==> src/verilog/sgsw_pkg.sv <==
// Functional notes
// - Trigger source field: 0 off, 1 command, 2 frequency, 3 droop, 4 speed; default 0.
// - Direction 0 switches at or above threshold; direction 1 at or below.
// - Smoothing mode 0 both ways, 1 skips it going alternate, 2 skips it returning.
// - Threshold is 0 to 65535, default 10, unit set by the chosen source.
// - Smoothing time constant is 0 to 100 ms, default 1 ms.
// - Alternate inertia ratio 0.00 to 300.00, default 7.00, used only in manual mode.
// - Alternate position gain up to 2000.0; below 1.0 the base value is used.
// - Alternate speed gain up to 65535; below 20 the base value is used.
// - Alternate integral compensation up to 5000.0 ms; below 0.1 ms base is used.
// - Alternate vibration frequency up to 300.0 Hz; below 0.1 Hz base is used.
// - Alternate vibration frequency needs manual gain, manual tuning and command source.
// - Alternate position, speed and integral values apply only in manual gain mode.
`default_nettype none
package sgsw_pkg;
  // ----------------------------------------------------------------
  // Register map: byte address is four times the index.
  // ----------------------------------------------------------------
  localparam int         NREG        = 14;
  localparam logic [3:0] IDX_FUNC    = 4'h0;
  localparam logic [3:0] IDX_THR     = 4'h1;
  localparam logic [3:0] IDX_TC      = 4'h2;
  localparam logic [3:0] IDX_INERTIA = 4'h3;
  localparam logic [3:0] IDX_POS     = 4'h4;
  localparam logic [3:0] IDX_SPD     = 4'h5;
  localparam logic [3:0] IDX_INTG    = 4'h6;
  localparam logic [3:0] IDX_VIB     = 4'h7;
  localparam logic [3:0] IDX_MODE    = 4'h8;
  localparam logic [3:0] IDX_BINERT  = 4'h9;
  localparam logic [3:0] IDX_BPOS    = 4'hA;
  localparam logic [3:0] IDX_BSPD    = 4'hB;
  localparam logic [3:0] IDX_BINTG   = 4'hC;
  localparam logic [3:0] IDX_BVIB    = 4'hD;
  localparam logic [3:0] IDX_STATUS  = 4'hE;
  // ----------------------------------------------------------------
  // Field positions, each field four bits wide.
  // ----------------------------------------------------------------
  localparam int SRC_LSB = 0;
  localparam int DIR_LSB = 4;
  localparam int TCD_LSB = 8;
  localparam int GADJ_LSB = 0;
  localparam int VTUNE_LSB = 4;
  // ----------------------------------------------------------------
  // Codes.
  // ----------------------------------------------------------------
  localparam logic [3:0] SRC_OFF      = 4'h0;
  localparam logic [3:0] SRC_CMD      = 4'h1;
  localparam logic [3:0] SRC_FREQ     = 4'h2;
  localparam logic [3:0] SRC_DROOP    = 4'h3;
  localparam logic [3:0] SRC_SPEED    = 4'h4;
  localparam logic [3:0] DIR_ABOVE    = 4'h0;
  localparam logic [3:0] DIR_BELOW    = 4'h1;
  localparam logic [3:0] TCD_SWITCH   = 4'h1;
  localparam logic [3:0] TCD_RETURN   = 4'h2;
  localparam logic [3:0] GADJ_MANUAL  = 4'h3;
  localparam logic [3:0] VTUNE_MANUAL = 4'h2;
  // ----------------------------------------------------------------
  // Reset values and upper limits, in the register's own units.
  // ----------------------------------------------------------------
  localparam logic [15:0] RST_VAL [NREG] = '{16'h0000, 16'h000A, 16'h0001, 16'h02BC, 16'h0000,
    16'h0000, 16'h0000, 16'h0000, 16'h0000, 16'h02BC, 16'h0190, 16'h0320, 16'h012C, 16'h03E8};
  localparam logic [15:0] MAX_VAL [NREG] = '{16'hFFFF, 16'hFFFF, 16'h0064, 16'h7530, 16'h4E20,
    16'hFFFF, 16'hC350, 16'h0BB8, 16'hFFFF, 16'h7530, 16'h4E20, 16'hFFFF, 16'hC350, 16'h0BB8};
  // Floors below which the base value is used (0.1 units except speed).
  localparam logic [15:0] FLOOR_POS  = 16'h000A;
  localparam logic [15:0] FLOOR_SPD  = 16'h0014;
  localparam logic [15:0] FLOOR_INTG = 16'h0001;
  localparam logic [15:0] FLOOR_VIB  = 16'h0001;
  // ----------------------------------------------------------------
  // Timing: eight filter steps per time constant.
  // ----------------------------------------------------------------
  localparam int CLK_PERIOD_NS = 100;
  localparam int MS_NS         = 1000000;
  localparam int BLEND_SHIFT   = 3;
  localparam int STEP_UNIT_CYC = MS_NS / CLK_PERIOD_NS / (1 << BLEND_SHIFT);
  localparam logic [1:0] RESP_OKAY   = 2'h0;
  localparam logic [1:0] RESP_SLVERR = 2'h2;
endpackage : sgsw_pkg
`default_nettype wire

==> src/verilog/sgsw_top.sv <==
// The implementer's own choices: register access over AXI4-Lite and the register addresses.
`timescale 1ns/1ps
`default_nettype none
module sgsw_top #(
  parameter int P_STEP_UNIT_CYC = sgsw_pkg::STEP_UNIT_CYC
) (
  input  wire logic        i_clk,
  input  wire logic        i_rstn,
  input  wire logic [7:0]  i_s_axi_awaddr,
  input  wire logic        i_s_axi_awvalid,
  output logic             o_s_axi_awready,
  input  wire logic [31:0] i_s_axi_wdata,
  input  wire logic [3:0]  i_s_axi_wstrb,
  input  wire logic        i_s_axi_wvalid,
  output logic             o_s_axi_wready,
  output logic [1:0]       o_s_axi_bresp,
  output logic             o_s_axi_bvalid,
  input  wire logic        i_s_axi_bready,
  input  wire logic [7:0]  i_s_axi_araddr,
  input  wire logic        i_s_axi_arvalid,
  output logic             o_s_axi_arready,
  output logic [31:0]      o_s_axi_rdata,
  output logic [1:0]       o_s_axi_rresp,
  output logic             o_s_axi_rvalid,
  input  wire logic        i_s_axi_rready,
  input  wire logic        i_ctrl_gain_cmd,
  input  wire logic [15:0] i_cmd_freq,
  input  wire logic [15:0] i_droop_pulses,
  input  wire logic [15:0] i_motor_speed,
  output logic [15:0]      o_active_inertia,
  output logic [15:0]      o_active_pos_gain,
  output logic [15:0]      o_active_speed_gain,
  output logic [15:0]      o_active_integral,
  output logic [15:0]      o_active_vib_freq,
  output logic             o_switched,
  output logic             o_blending
);
  // ----------------------------------------------------------------
  // Reset release and pin synchronisers.
  // ----------------------------------------------------------------
  logic       rst_meta_reg;
  logic       rst_sync_reg;
  logic [1:0] cmd_sync_reg;
  // Reset enters asynchronously but is released through two stages.
  always_ff @(posedge i_clk or negedge i_rstn) begin
    if (!i_rstn) begin
      rst_meta_reg <= 1'b0;
      rst_sync_reg <= 1'b0;
    end else begin
      rst_meta_reg <= 1'b1;
      rst_sync_reg <= rst_meta_reg;
    end
  end
  // The command pin comes from the controller, outside this clock.
  always_ff @(posedge i_clk or negedge rst_sync_reg) begin
    if (!rst_sync_reg) begin
      cmd_sync_reg <= 2'h0;
    end else begin
      cmd_sync_reg <= {cmd_sync_reg[0], i_ctrl_gain_cmd};
    end
  end
  // ----------------------------------------------------------------
  // Register file and AXI4-Lite slave.
  // ----------------------------------------------------------------
  logic [15:0] reg_file_reg [sgsw_pkg::NREG];
  logic [15:0] reg_file_next [sgsw_pkg::NREG];
  logic        aw_got_reg, aw_got_next, w_got_reg, w_got_next;
  logic [3:0]  waddr_reg, waddr_next;
  logic        wbad_reg, wbad_next;
  logic [31:0] wdata_reg, wdata_next;
  logic [3:0]  wstrb_reg, wstrb_next;
  logic        aw_rdy_reg, aw_rdy_next, w_rdy_reg, w_rdy_next, ar_rdy_reg, ar_rdy_next;
  logic        bvalid_reg, bvalid_next, rvalid_reg, rvalid_next;
  logic [1:0]  bresp_reg, bresp_next, rresp_reg, rresp_next;
  logic [31:0] rdata_reg, rdata_next;
  logic        switched_reg, switched_next;
  logic        blending_reg, blending_next;
  // Address and data are caught independently; the write lands once both are held.
  always_comb begin
    logic [15:0] merged;
    logic [3:0]  ridx;
    merged        = 16'h0000;
    ridx          = i_s_axi_araddr[5:2];
    reg_file_next = reg_file_reg;
    {aw_got_next, w_got_next, wbad_next} = {aw_got_reg, w_got_reg, wbad_reg};
    {bvalid_next, rvalid_next, bresp_next, rresp_next} = {bvalid_reg, rvalid_reg, bresp_reg, rresp_reg};
    {waddr_next, wstrb_next, wdata_next, rdata_next} = {waddr_reg, wstrb_reg, wdata_reg, rdata_reg};
    if (i_s_axi_awvalid && aw_rdy_reg) begin
      aw_got_next = 1'b1;
      waddr_next  = i_s_axi_awaddr[5:2];
      wbad_next   = (i_s_axi_awaddr[7:6] != 2'h0) || (i_s_axi_awaddr[5:2] >= sgsw_pkg::IDX_STATUS);
    end
    if (i_s_axi_wvalid && w_rdy_reg) begin
      w_got_next = 1'b1;
      wdata_next = i_s_axi_wdata;
      wstrb_next = i_s_axi_wstrb;
    end
    if (bvalid_reg && i_s_axi_bready) begin
      bvalid_next = 1'b0;
    end
    if (aw_got_next && w_got_next && !bvalid_reg) begin
      aw_got_next = 1'b0;
      w_got_next  = 1'b0;
      bvalid_next = 1'b1;
      bresp_next  = wbad_next ? sgsw_pkg::RESP_SLVERR : sgsw_pkg::RESP_OKAY;
      if (!wbad_next) begin
        merged = reg_file_reg[waddr_next];
        if (wstrb_next[0]) begin
          merged[7:0] = wdata_next[7:0];
        end
        if (wstrb_next[1]) begin
          merged[15:8] = wdata_next[15:8];
        end
        // Out-of-range settings are clamped to the top of their range.
        if (merged > sgsw_pkg::MAX_VAL[waddr_next]) begin
          merged = sgsw_pkg::MAX_VAL[waddr_next];
        end
        reg_file_next[waddr_next] = merged;
      end
    end
    if (rvalid_reg && i_s_axi_rready) begin
      rvalid_next = 1'b0;
    end
    if (i_s_axi_arvalid && ar_rdy_reg) begin
      rvalid_next = 1'b1;
      rresp_next  = sgsw_pkg::RESP_OKAY;
      if (i_s_axi_araddr[7:6] != 2'h0 || ridx > sgsw_pkg::IDX_STATUS) begin
        rresp_next = sgsw_pkg::RESP_SLVERR;
        rdata_next = 32'h0000_0000;
      end else if (ridx == sgsw_pkg::IDX_STATUS) begin
        rdata_next = {30'h0000_0000, blending_reg, switched_reg};
      end else begin
        rdata_next = {16'h0000, reg_file_reg[ridx]};
      end
    end
    aw_rdy_next = !aw_got_next && !bvalid_next;
    w_rdy_next  = !w_got_next && !bvalid_next;
    ar_rdy_next = !rvalid_next;
  end

  // Bus state register.
  always_ff @(posedge i_clk or negedge rst_sync_reg) begin
    if (!rst_sync_reg) begin
      reg_file_reg <= sgsw_pkg::RST_VAL;
      {aw_got_reg, w_got_reg, wbad_reg, aw_rdy_reg, w_rdy_reg, ar_rdy_reg, bvalid_reg, rvalid_reg} <= 8'h00;
      {waddr_reg, wstrb_reg, bresp_reg, rresp_reg} <= 12'h000;
      {wdata_reg, rdata_reg} <= 64'h0000_0000_0000_0000;
    end else begin
      reg_file_reg <= reg_file_next;
      {aw_got_reg, w_got_reg, wbad_reg, aw_rdy_reg, w_rdy_reg, ar_rdy_reg, bvalid_reg, rvalid_reg} <=
        {aw_got_next, w_got_next, wbad_next, aw_rdy_next, w_rdy_next, ar_rdy_next, bvalid_next, rvalid_next};
      {waddr_reg, wstrb_reg, bresp_reg, rresp_reg} <= {waddr_next, wstrb_next, bresp_next, rresp_next};
      {wdata_reg, rdata_reg} <= {wdata_next, rdata_next};
    end
  end

  // ----------------------------------------------------------------
  // Trigger decision and gain targets.
  // ----------------------------------------------------------------
  logic [3:0]  src, dir, tcd, gadj, vtune;
  logic [15:0] thr, qty;
  logic        manual, vib_ok, bypass, tick;
  logic [15:0] target [5];
  logic [23:0] cnt_reg, cnt_next, cnt_lim;

  assign src    = reg_file_reg[sgsw_pkg::IDX_FUNC][sgsw_pkg::SRC_LSB +: 4];
  assign dir    = reg_file_reg[sgsw_pkg::IDX_FUNC][sgsw_pkg::DIR_LSB +: 4];
  assign tcd    = reg_file_reg[sgsw_pkg::IDX_FUNC][sgsw_pkg::TCD_LSB +: 4];
  assign gadj   = reg_file_reg[sgsw_pkg::IDX_MODE][sgsw_pkg::GADJ_LSB +: 4];
  assign vtune  = reg_file_reg[sgsw_pkg::IDX_MODE][sgsw_pkg::VTUNE_LSB +: 4];
  assign thr    = reg_file_reg[sgsw_pkg::IDX_THR];
  assign manual = (gadj == sgsw_pkg::GADJ_MANUAL);
  assign vib_ok = manual && (vtune == sgsw_pkg::VTUNE_MANUAL) && (src == sgsw_pkg::SRC_CMD);

  // Pick the monitored quantity and decide whether the alternate set is wanted.
  always_comb begin
    qty = 16'h0000;
    case (src)
      sgsw_pkg::SRC_FREQ:  qty = i_cmd_freq;
      sgsw_pkg::SRC_DROOP: qty = i_droop_pulses;
      sgsw_pkg::SRC_SPEED: qty = i_motor_speed;
      default:             qty = 16'h0000;
    endcase
    switched_next = 1'b0;
    if (src == sgsw_pkg::SRC_CMD) begin
      switched_next = cmd_sync_reg[1];
    end else if (src == sgsw_pkg::SRC_FREQ || src == sgsw_pkg::SRC_DROOP || src == sgsw_pkg::SRC_SPEED) begin
      switched_next = (dir == sgsw_pkg::DIR_BELOW) ? (qty <= thr) : (qty >= thr);
    end
  end

  // Targets: alternate only while switched, enabled by mode, and at or above any floor.
  always_comb begin
    target[0] = (switched_reg && manual) ? reg_file_reg[sgsw_pkg::IDX_INERTIA]
                                         : reg_file_reg[sgsw_pkg::IDX_BINERT];
    target[1] = (switched_reg && manual && reg_file_reg[sgsw_pkg::IDX_POS] >= sgsw_pkg::FLOOR_POS)
              ? reg_file_reg[sgsw_pkg::IDX_POS] : reg_file_reg[sgsw_pkg::IDX_BPOS];
    target[2] = (switched_reg && manual && reg_file_reg[sgsw_pkg::IDX_SPD] >= sgsw_pkg::FLOOR_SPD)
              ? reg_file_reg[sgsw_pkg::IDX_SPD] : reg_file_reg[sgsw_pkg::IDX_BSPD];
    target[3] = (switched_reg && manual && reg_file_reg[sgsw_pkg::IDX_INTG] >= sgsw_pkg::FLOOR_INTG)
              ? reg_file_reg[sgsw_pkg::IDX_INTG] : reg_file_reg[sgsw_pkg::IDX_BINTG];
    target[4] = (switched_reg && vib_ok && reg_file_reg[sgsw_pkg::IDX_VIB] >= sgsw_pkg::FLOOR_VIB)
              ? reg_file_reg[sgsw_pkg::IDX_VIB] : reg_file_reg[sgsw_pkg::IDX_BVIB];
  end

  // ----------------------------------------------------------------
  // First-order blend toward the targets.
  // ----------------------------------------------------------------
  // A zero constant, or the disabled direction, jumps straight to the target.
  assign bypass = (reg_file_reg[sgsw_pkg::IDX_TC] == 16'h0000)
               || (tcd == sgsw_pkg::TCD_SWITCH && switched_reg)
               || (tcd == sgsw_pkg::TCD_RETURN && !switched_reg);
  assign cnt_lim = 24'(reg_file_reg[sgsw_pkg::IDX_TC]) * 24'(P_STEP_UNIT_CYC);
  assign tick    = (cnt_reg + 24'h000001 >= cnt_lim);
  assign cnt_next = tick ? 24'h000000 : cnt_reg + 24'h000001;

  logic [15:0]        active_reg [5];
  logic [15:0]        active_next [5];
  logic signed [16:0] diff [5];
  logic signed [16:0] step [5];
  logic [4:0]         moving;

  // Each step closes one eighth of the gap, so eight steps span one constant.
  for (genvar g = 0; g < 5; g++) begin : g_blend
    always_comb begin
      diff[g]        = $signed({1'b0, target[g]}) - $signed({1'b0, active_reg[g]});
      step[g]        = diff[g] >>> sgsw_pkg::BLEND_SHIFT;
      moving[g]      = (diff[g] != 17'sh00000);
      active_next[g] = active_reg[g];
      if (bypass || (tick && step[g] == 17'sh00000)) begin
        active_next[g] = target[g];
      end else if (tick) begin
        active_next[g] = 16'(active_reg[g] + step[g][15:0]);
      end
    end
  end
  // Any gap left between an active value and its target keeps the flag up.
  assign blending_next = (moving != 5'h00);
  // Blend and trigger state register.
  always_ff @(posedge i_clk or negedge rst_sync_reg) begin
    if (!rst_sync_reg) begin
      active_reg   <= '{sgsw_pkg::RST_VAL[9], sgsw_pkg::RST_VAL[10], sgsw_pkg::RST_VAL[11],
                        sgsw_pkg::RST_VAL[12], sgsw_pkg::RST_VAL[13]};
      cnt_reg      <= 24'h000000;
      switched_reg <= 1'b0;
      blending_reg <= 1'b0;
    end else begin
      active_reg   <= active_next;
      cnt_reg      <= cnt_next;
      switched_reg <= switched_next;
      blending_reg <= blending_next;
    end
  end
  // Outputs come straight from their flip-flops.
  assign o_active_inertia    = active_reg[0];
  assign o_active_pos_gain   = active_reg[1];
  assign o_active_speed_gain = active_reg[2];
  assign o_active_integral   = active_reg[3];
  assign o_active_vib_freq   = active_reg[4];
  assign o_switched          = switched_reg;
  assign o_blending          = blending_reg;
  assign o_s_axi_awready     = aw_rdy_reg;
  assign o_s_axi_wready      = w_rdy_reg;
  assign o_s_axi_bvalid      = bvalid_reg;
  assign o_s_axi_bresp       = bresp_reg;
  assign o_s_axi_arready     = ar_rdy_reg;
  assign o_s_axi_rvalid      = rvalid_reg;
  assign o_s_axi_rresp       = rresp_reg;
  assign o_s_axi_rdata       = rdata_reg;
endmodule : sgsw_top
`default_nettype wire

==> config.mk <==
export PLATFORM = sky130hd
export DESIGN_NAME = sgsw_top
export DESIGN_NICKNAME = d
export VERILOG_FILES = /design/src/verilog/sgsw_pkg.sv /design/src/verilog/sgsw_top.sv
export SDC_FILE = /design/constraint.sdc
export NUM_CORES = 1
export LEC_CHECK = 0
export BUFFER_PORTS_ARGS = -buffer_cell sky130_fd_sc_hd__buf_2
export CAP_MARGIN = 5
export CORE_MARGIN = 2
export CORE_UTILIZATION = 65
export CTS_CLUSTER_DIAMETER = 30
export CTS_CLUSTER_SIZE = 30
export DETAILED_ROUTE_END_ITERATION = 8
export PLACE_DENSITY = 0.85
export SYNTH_ARGS = -nofsm -noshare
export SYNTH_HDL_FRONTEND = slang
export SYNTH_SLANG_ARGS = --single-unit
export TNS_END_PERCENT = 100
==> constraint.sdc <==
create_clock -name i_clk -period 22 [get_ports i_clk]
set_input_delay 2.2 -clock i_clk [delete_from_list [all_inputs] [get_ports i_clk]]
set_output_delay 2.2 -clock i_clk [all_outputs]
set_load 0.05 [all_outputs]
==> summary by stage <==
Drt
Using the TritonRoute via totals, the vias-per-cell ratio works out to 6.96. Wires add up to 111,000 µm. The post-route DRC violation count is 0. Across all layers, the routed design uses 29,700 vias. The count of nets left with antenna violations once routing finished came out at 0. The first-pass detailed-route iteration total is 7.

In this run, the number of DRC markers left after iteration 0 of detailed routing was 3,576. The per-cell routed wire length is 25.9 µm.

Synthesis
The synthesized design contains 0 enable-type register cells. The unique cell type count in the Yosys netlist is 93. The Yosys step of the flow raised 0 warnings. The flop and latch count out of synthesis is 382.

The average cell area after synthesis is 9.78 µm². The cell count after synthesis is 3,335. The share of synthesized flip-flops with an asynchronous set or reset is 100%. The sequential area share after synthesis is 29.5%. Among all flip-flop cells after synthesis, the most frequent one is sky130_fd_sc_hd__dfrtp_1. The mapped netlist covers 32,600 µm².

Global route
The remaining global-route overflow is 0. The global-route wire length before repair is 170,000 µm. The global routing stage identified its most utilized layer as met2. The number of antenna violations at the first check in global routing is 2.

In the global route stage, overall resource usage came out at 42.1%. The pin count of the biggest net entering global routing is 172. The fraction of met3 tracks used by global routing is 16.1%. The number of global-route vias before repair was 29,300. Global routing consumed, on the met2 layer, 63.8% of the routing resources. For met1 alone, demand over resource in global routing was 50.3%.

Layout
The register with the most flip-flops in the layout has 200 of them. The number of fill cells in the layout is 3,168. The fraction of layout cells with a size suffix above 1 is 24.5%. In the final layout, the multi-input gates occupy 21,300 µm². The number of nets in the final layout is 3,957. Excluding fillers, the count of instances in the completed layout stands at 4,268. The most common cell after layout, fill and taps aside is sky130_fd_sc_hd__dfrtp_1. The sequential cells in the finished layout cover a total of 9630 µm².

The library cells used most frequently in the layout, excluding fill and tap cells, are sky130_fd_sc_hd__dfrtp_1 (328), sky130_fd_sc_hd__mux2_2 (303), sky130_fd_sc_hd__inv_1 (300), sky130_fd_sc_hd__ha_1 (287), sky130_fd_sc_hd__nor2_1 (201). The core occupancy in the finished layout is 75.3%. The final design instance area without fill is 37,600 µm². Compared with the post-synthesis result, the final layout area differs by 15.2%.

Clocking
The CTS tree is done. The hold-fix buffer count after cts is 0. The buffer count from post-CTS setup fixing is 0. The root buffer cell is sky130_fd_sc_hd__clkbuf_16. The number of buffers on the longest clock path is 3.

The deepest level of the CTS H-tree is 3. The clock reaches the later pin of the worst-skew pair after 690 ps. The clock transition at the registers of the reported paths is 50 ps. Buffers inserted during clock tree synthesis total 91. Once the clock tree was built, the resizer swapped 0 gates to a different size. The clock net in this run drives a total of 382 sinks.

Floorplanning
The horizontal die dimension is 228 µm. Once the floorplan was initialized, standard cells occupied 65.4% of the core. In this run the core area contains 82 standard-cell rows. From bottom edge to top edge, the die measures 228 µm. The die footprint is 52,000 µm². In this run the standard cell core region covers 49,900 µm².

Pin placement for this block handled 231 I/O pins.

Timing
The setup skew after layout is 50.0 ps. At the pin with the least slew margin, the transition time is 1360 ps. For the final routed database, the setup TNS stands at 0 ps. Subtracting the final worst setup slack from the clock period gives 8940 ps. Setup repair after global routing left no endpoint under its margin. The final count of hold timing violations is 0.

The max-slew violation count is 0. Timing would allow up to 112 MHz. The share of the clock period used by the worst path after layout is 40.6%. In this run the tightest slew margin relative to its limit is 6.58%. Setup violations remaining at the end of the flow were counted as 0.

Worst setup path
For the worst setup path, the data arrival time is 9520 ps. The buffer and inverter count on the worst path is 6. The kind of cell with the highest combined delay along the critical path is buffers and inverters. In this run the worst path has a maximum fanout of 59. The worst setup path is captured at a flop.

The signal on the critical path passes through buf_2, nand2_1, mux2i_1, inv_4, buf_4, nor2_1, buf_4, a221oi_1, a211oi_1, a21oi_1, inv_1, ha_1, a21o_1, a21oi_1, nor2b_1, o21ai_0, nand2b_1, a21oi_1, o21ai_0, o21ai_2, buf_4, mux2i_2, mux2_2. Counting buffers and inverters, the worst setup path is 23 cells deep. The classification of the worst setup path is in -> reg.

The length in cells of the worst reg-to-reg path is 27. In this design, the stage delay of the slowest critical-path cell is 1120 ps. The startpoint class of the critical path is an input pin.

The required time reported for the critical path endpoint is 22,580 ps. The standard cell with the maximum stage delay on the critical path is sky130_fd_sc_hd__mux2i_2.

Worst hold path
The worst hold path was traced through 0 stages. The path class of the tightest hold or removal check is reg -> reg.

Placed design
The count of input and output buffers is 190. The final weighted congestion of routability-driven global placement is 1.02. The placed instance count is 4,094. Detailed placement finished with a half-perimeter wire length of 74,000 µm.

The placed instances occupy a cell area of 34,200 µm².

Flow run
The max capacitance violation total is 0.

Run status
The flow ran to the end, and the final reports show no timing, DRC or antenna violations.
==> worst paths after layout <==
check                           slack [ps]                                   to                     startpoint
worst max-delay path                 13060        reg_file_reg[143]$_DFFE_PN0P_                i_s_axi_awvalid
worst min-delay path                   350               rst_sync_reg$_DFF_PN0_         rst_meta_reg$_DFF_PN0_
worst max register to register       13520  o_active_speed_gain[14]$_DFFE_PN0P_  reg_file_reg[180]$_DFFE_PN0P_
worst min register to register         350               rst_sync_reg$_DFF_PN0_         rst_meta_reg$_DFF_PN0_
max in group asynchronous            18400         o_s_axi_rdata[9]$_DFFE_PN0P_         rst_sync_reg$_DFF_PN0_
min in group asynchronous              410  o_active_speed_gain[14]$_DFFE_PN0P_         rst_sync_reg$_DFF_PN0_
==> layout make-up <==
| cell class | instances | share of cell area [%] |
|---|---|---|
| Antenna cell | 1 | 0.00666 |
| Clock buffer | 106 | 6.43 |
| Clock inverter | 65 | 2.44 |
| Inverter | 301 | 3.01 |
| Multi-Input combinational cell | 2508 | 56.8 |
| Sequential cell | 382 | 25.6 |
| Tap cell | 672 | 2.24 |
| Timing Repair Buffer | 233 | 3.42 |
==> metrics by stage <==
stage / setup slack, ps / hold slack [ps]
after CTS: 13200 / 357
final: 13060 / 351
after global placement: 13040 / 335
after detailed placement: 12930 / 335
after floorplan: 10660 / 331
after global routing: 12720 / 360
==> Yosys cell counts (14+ instances only) <==
master	instances	area, µm²
sky130_fd_sc_hd__a21oi_1	152	761
sky130_fd_sc_hd__a211oi_1	33	248
sky130_fd_sc_hd__and3_1	27	169
sky130_fd_sc_hd__buf_4	18	135
sky130_fd_sc_hd__nand2_1	166	623
sky130_fd_sc_hd__clkbuf_1	111	417
sky130_fd_sc_hd__or3_1	20	125
sky130_fd_sc_hd__a21o_1	53	398
sky130_fd_sc_hd__fa_1	45	901
sky130_fd_sc_hd__inv_1	300	1130
sky130_fd_sc_hd__nand2b_1	19	119
sky130_fd_sc_hd__xor2_1	67	587
sky130_fd_sc_hd__nor3_1	79	395
sky130_fd_sc_hd__nor2b_1	29	181
sky130_fd_sc_hd__a22o_1	26	228
sky130_fd_sc_hd__nand3_1	59	295
sky130_fd_sc_hd__dfstp_2	53	1390
sky130_fd_sc_hd__and2_1	25	156
sky130_fd_sc_hd__dfrtp_1	329	8230
sky130_fd_sc_hd__a221oi_1	24	210
sky130_fd_sc_hd__o22a_1	14	123
sky130_fd_sc_hd__mux2i_1	153	1530
sky130_fd_sc_hd__a31oi_1	36	225
sky130_fd_sc_hd__mux2_2	303	3410
sky130_fd_sc_hd__mux4_2	80	1800
sky130_fd_sc_hd__o21bai_1	16	120
sky130_fd_sc_hd__nand4_1	36	225
sky130_fd_sc_hd__o22ai_1	24	150
sky130_fd_sc_hd__nor2_1	203	762
sky130_fd_sc_hd__nor4_1	30	188
sky130_fd_sc_hd__o21ai_0	152	761
sky130_fd_sc_hd__buf_1	25	93.8
sky130_fd_sc_hd__o21a_1	47	353
sky130_fd_sc_hd__ha_1	287	3590
sky130_fd_sc_hd__xnor2_1	78	683
==> metal layers <==
metal / routed length [µm] / part of all wire [%] / vias to the layer above
met1: 38900 / 35 / 14200
met5: 0 / 0 / -
met3: 15400 / 14 / 670
met2: 47500 / 43 / 2215
met4: 8870 / 8.0 / 0
li1: - / - / 12700
==> cell families (layout without fill, tap and decap cells) <==
family          after synthesis  count (layout)  share of synthesized area, %
simple gates                745             745                          11.3
compound gates              730             730                          15.2
mux                         537             537                          20.7
buf+inv                     462             705                          5.57
flops                       382             382                          29.5
fa+ha+maj                   332             332                          13.8
xor+xnor                    145             145                          3.89
other cells                   2              20                        0.0230
Power is left out: the tool's default activity adds up to more than one toggle a clock period on the data nets, which glitch-free logic cannot reach.
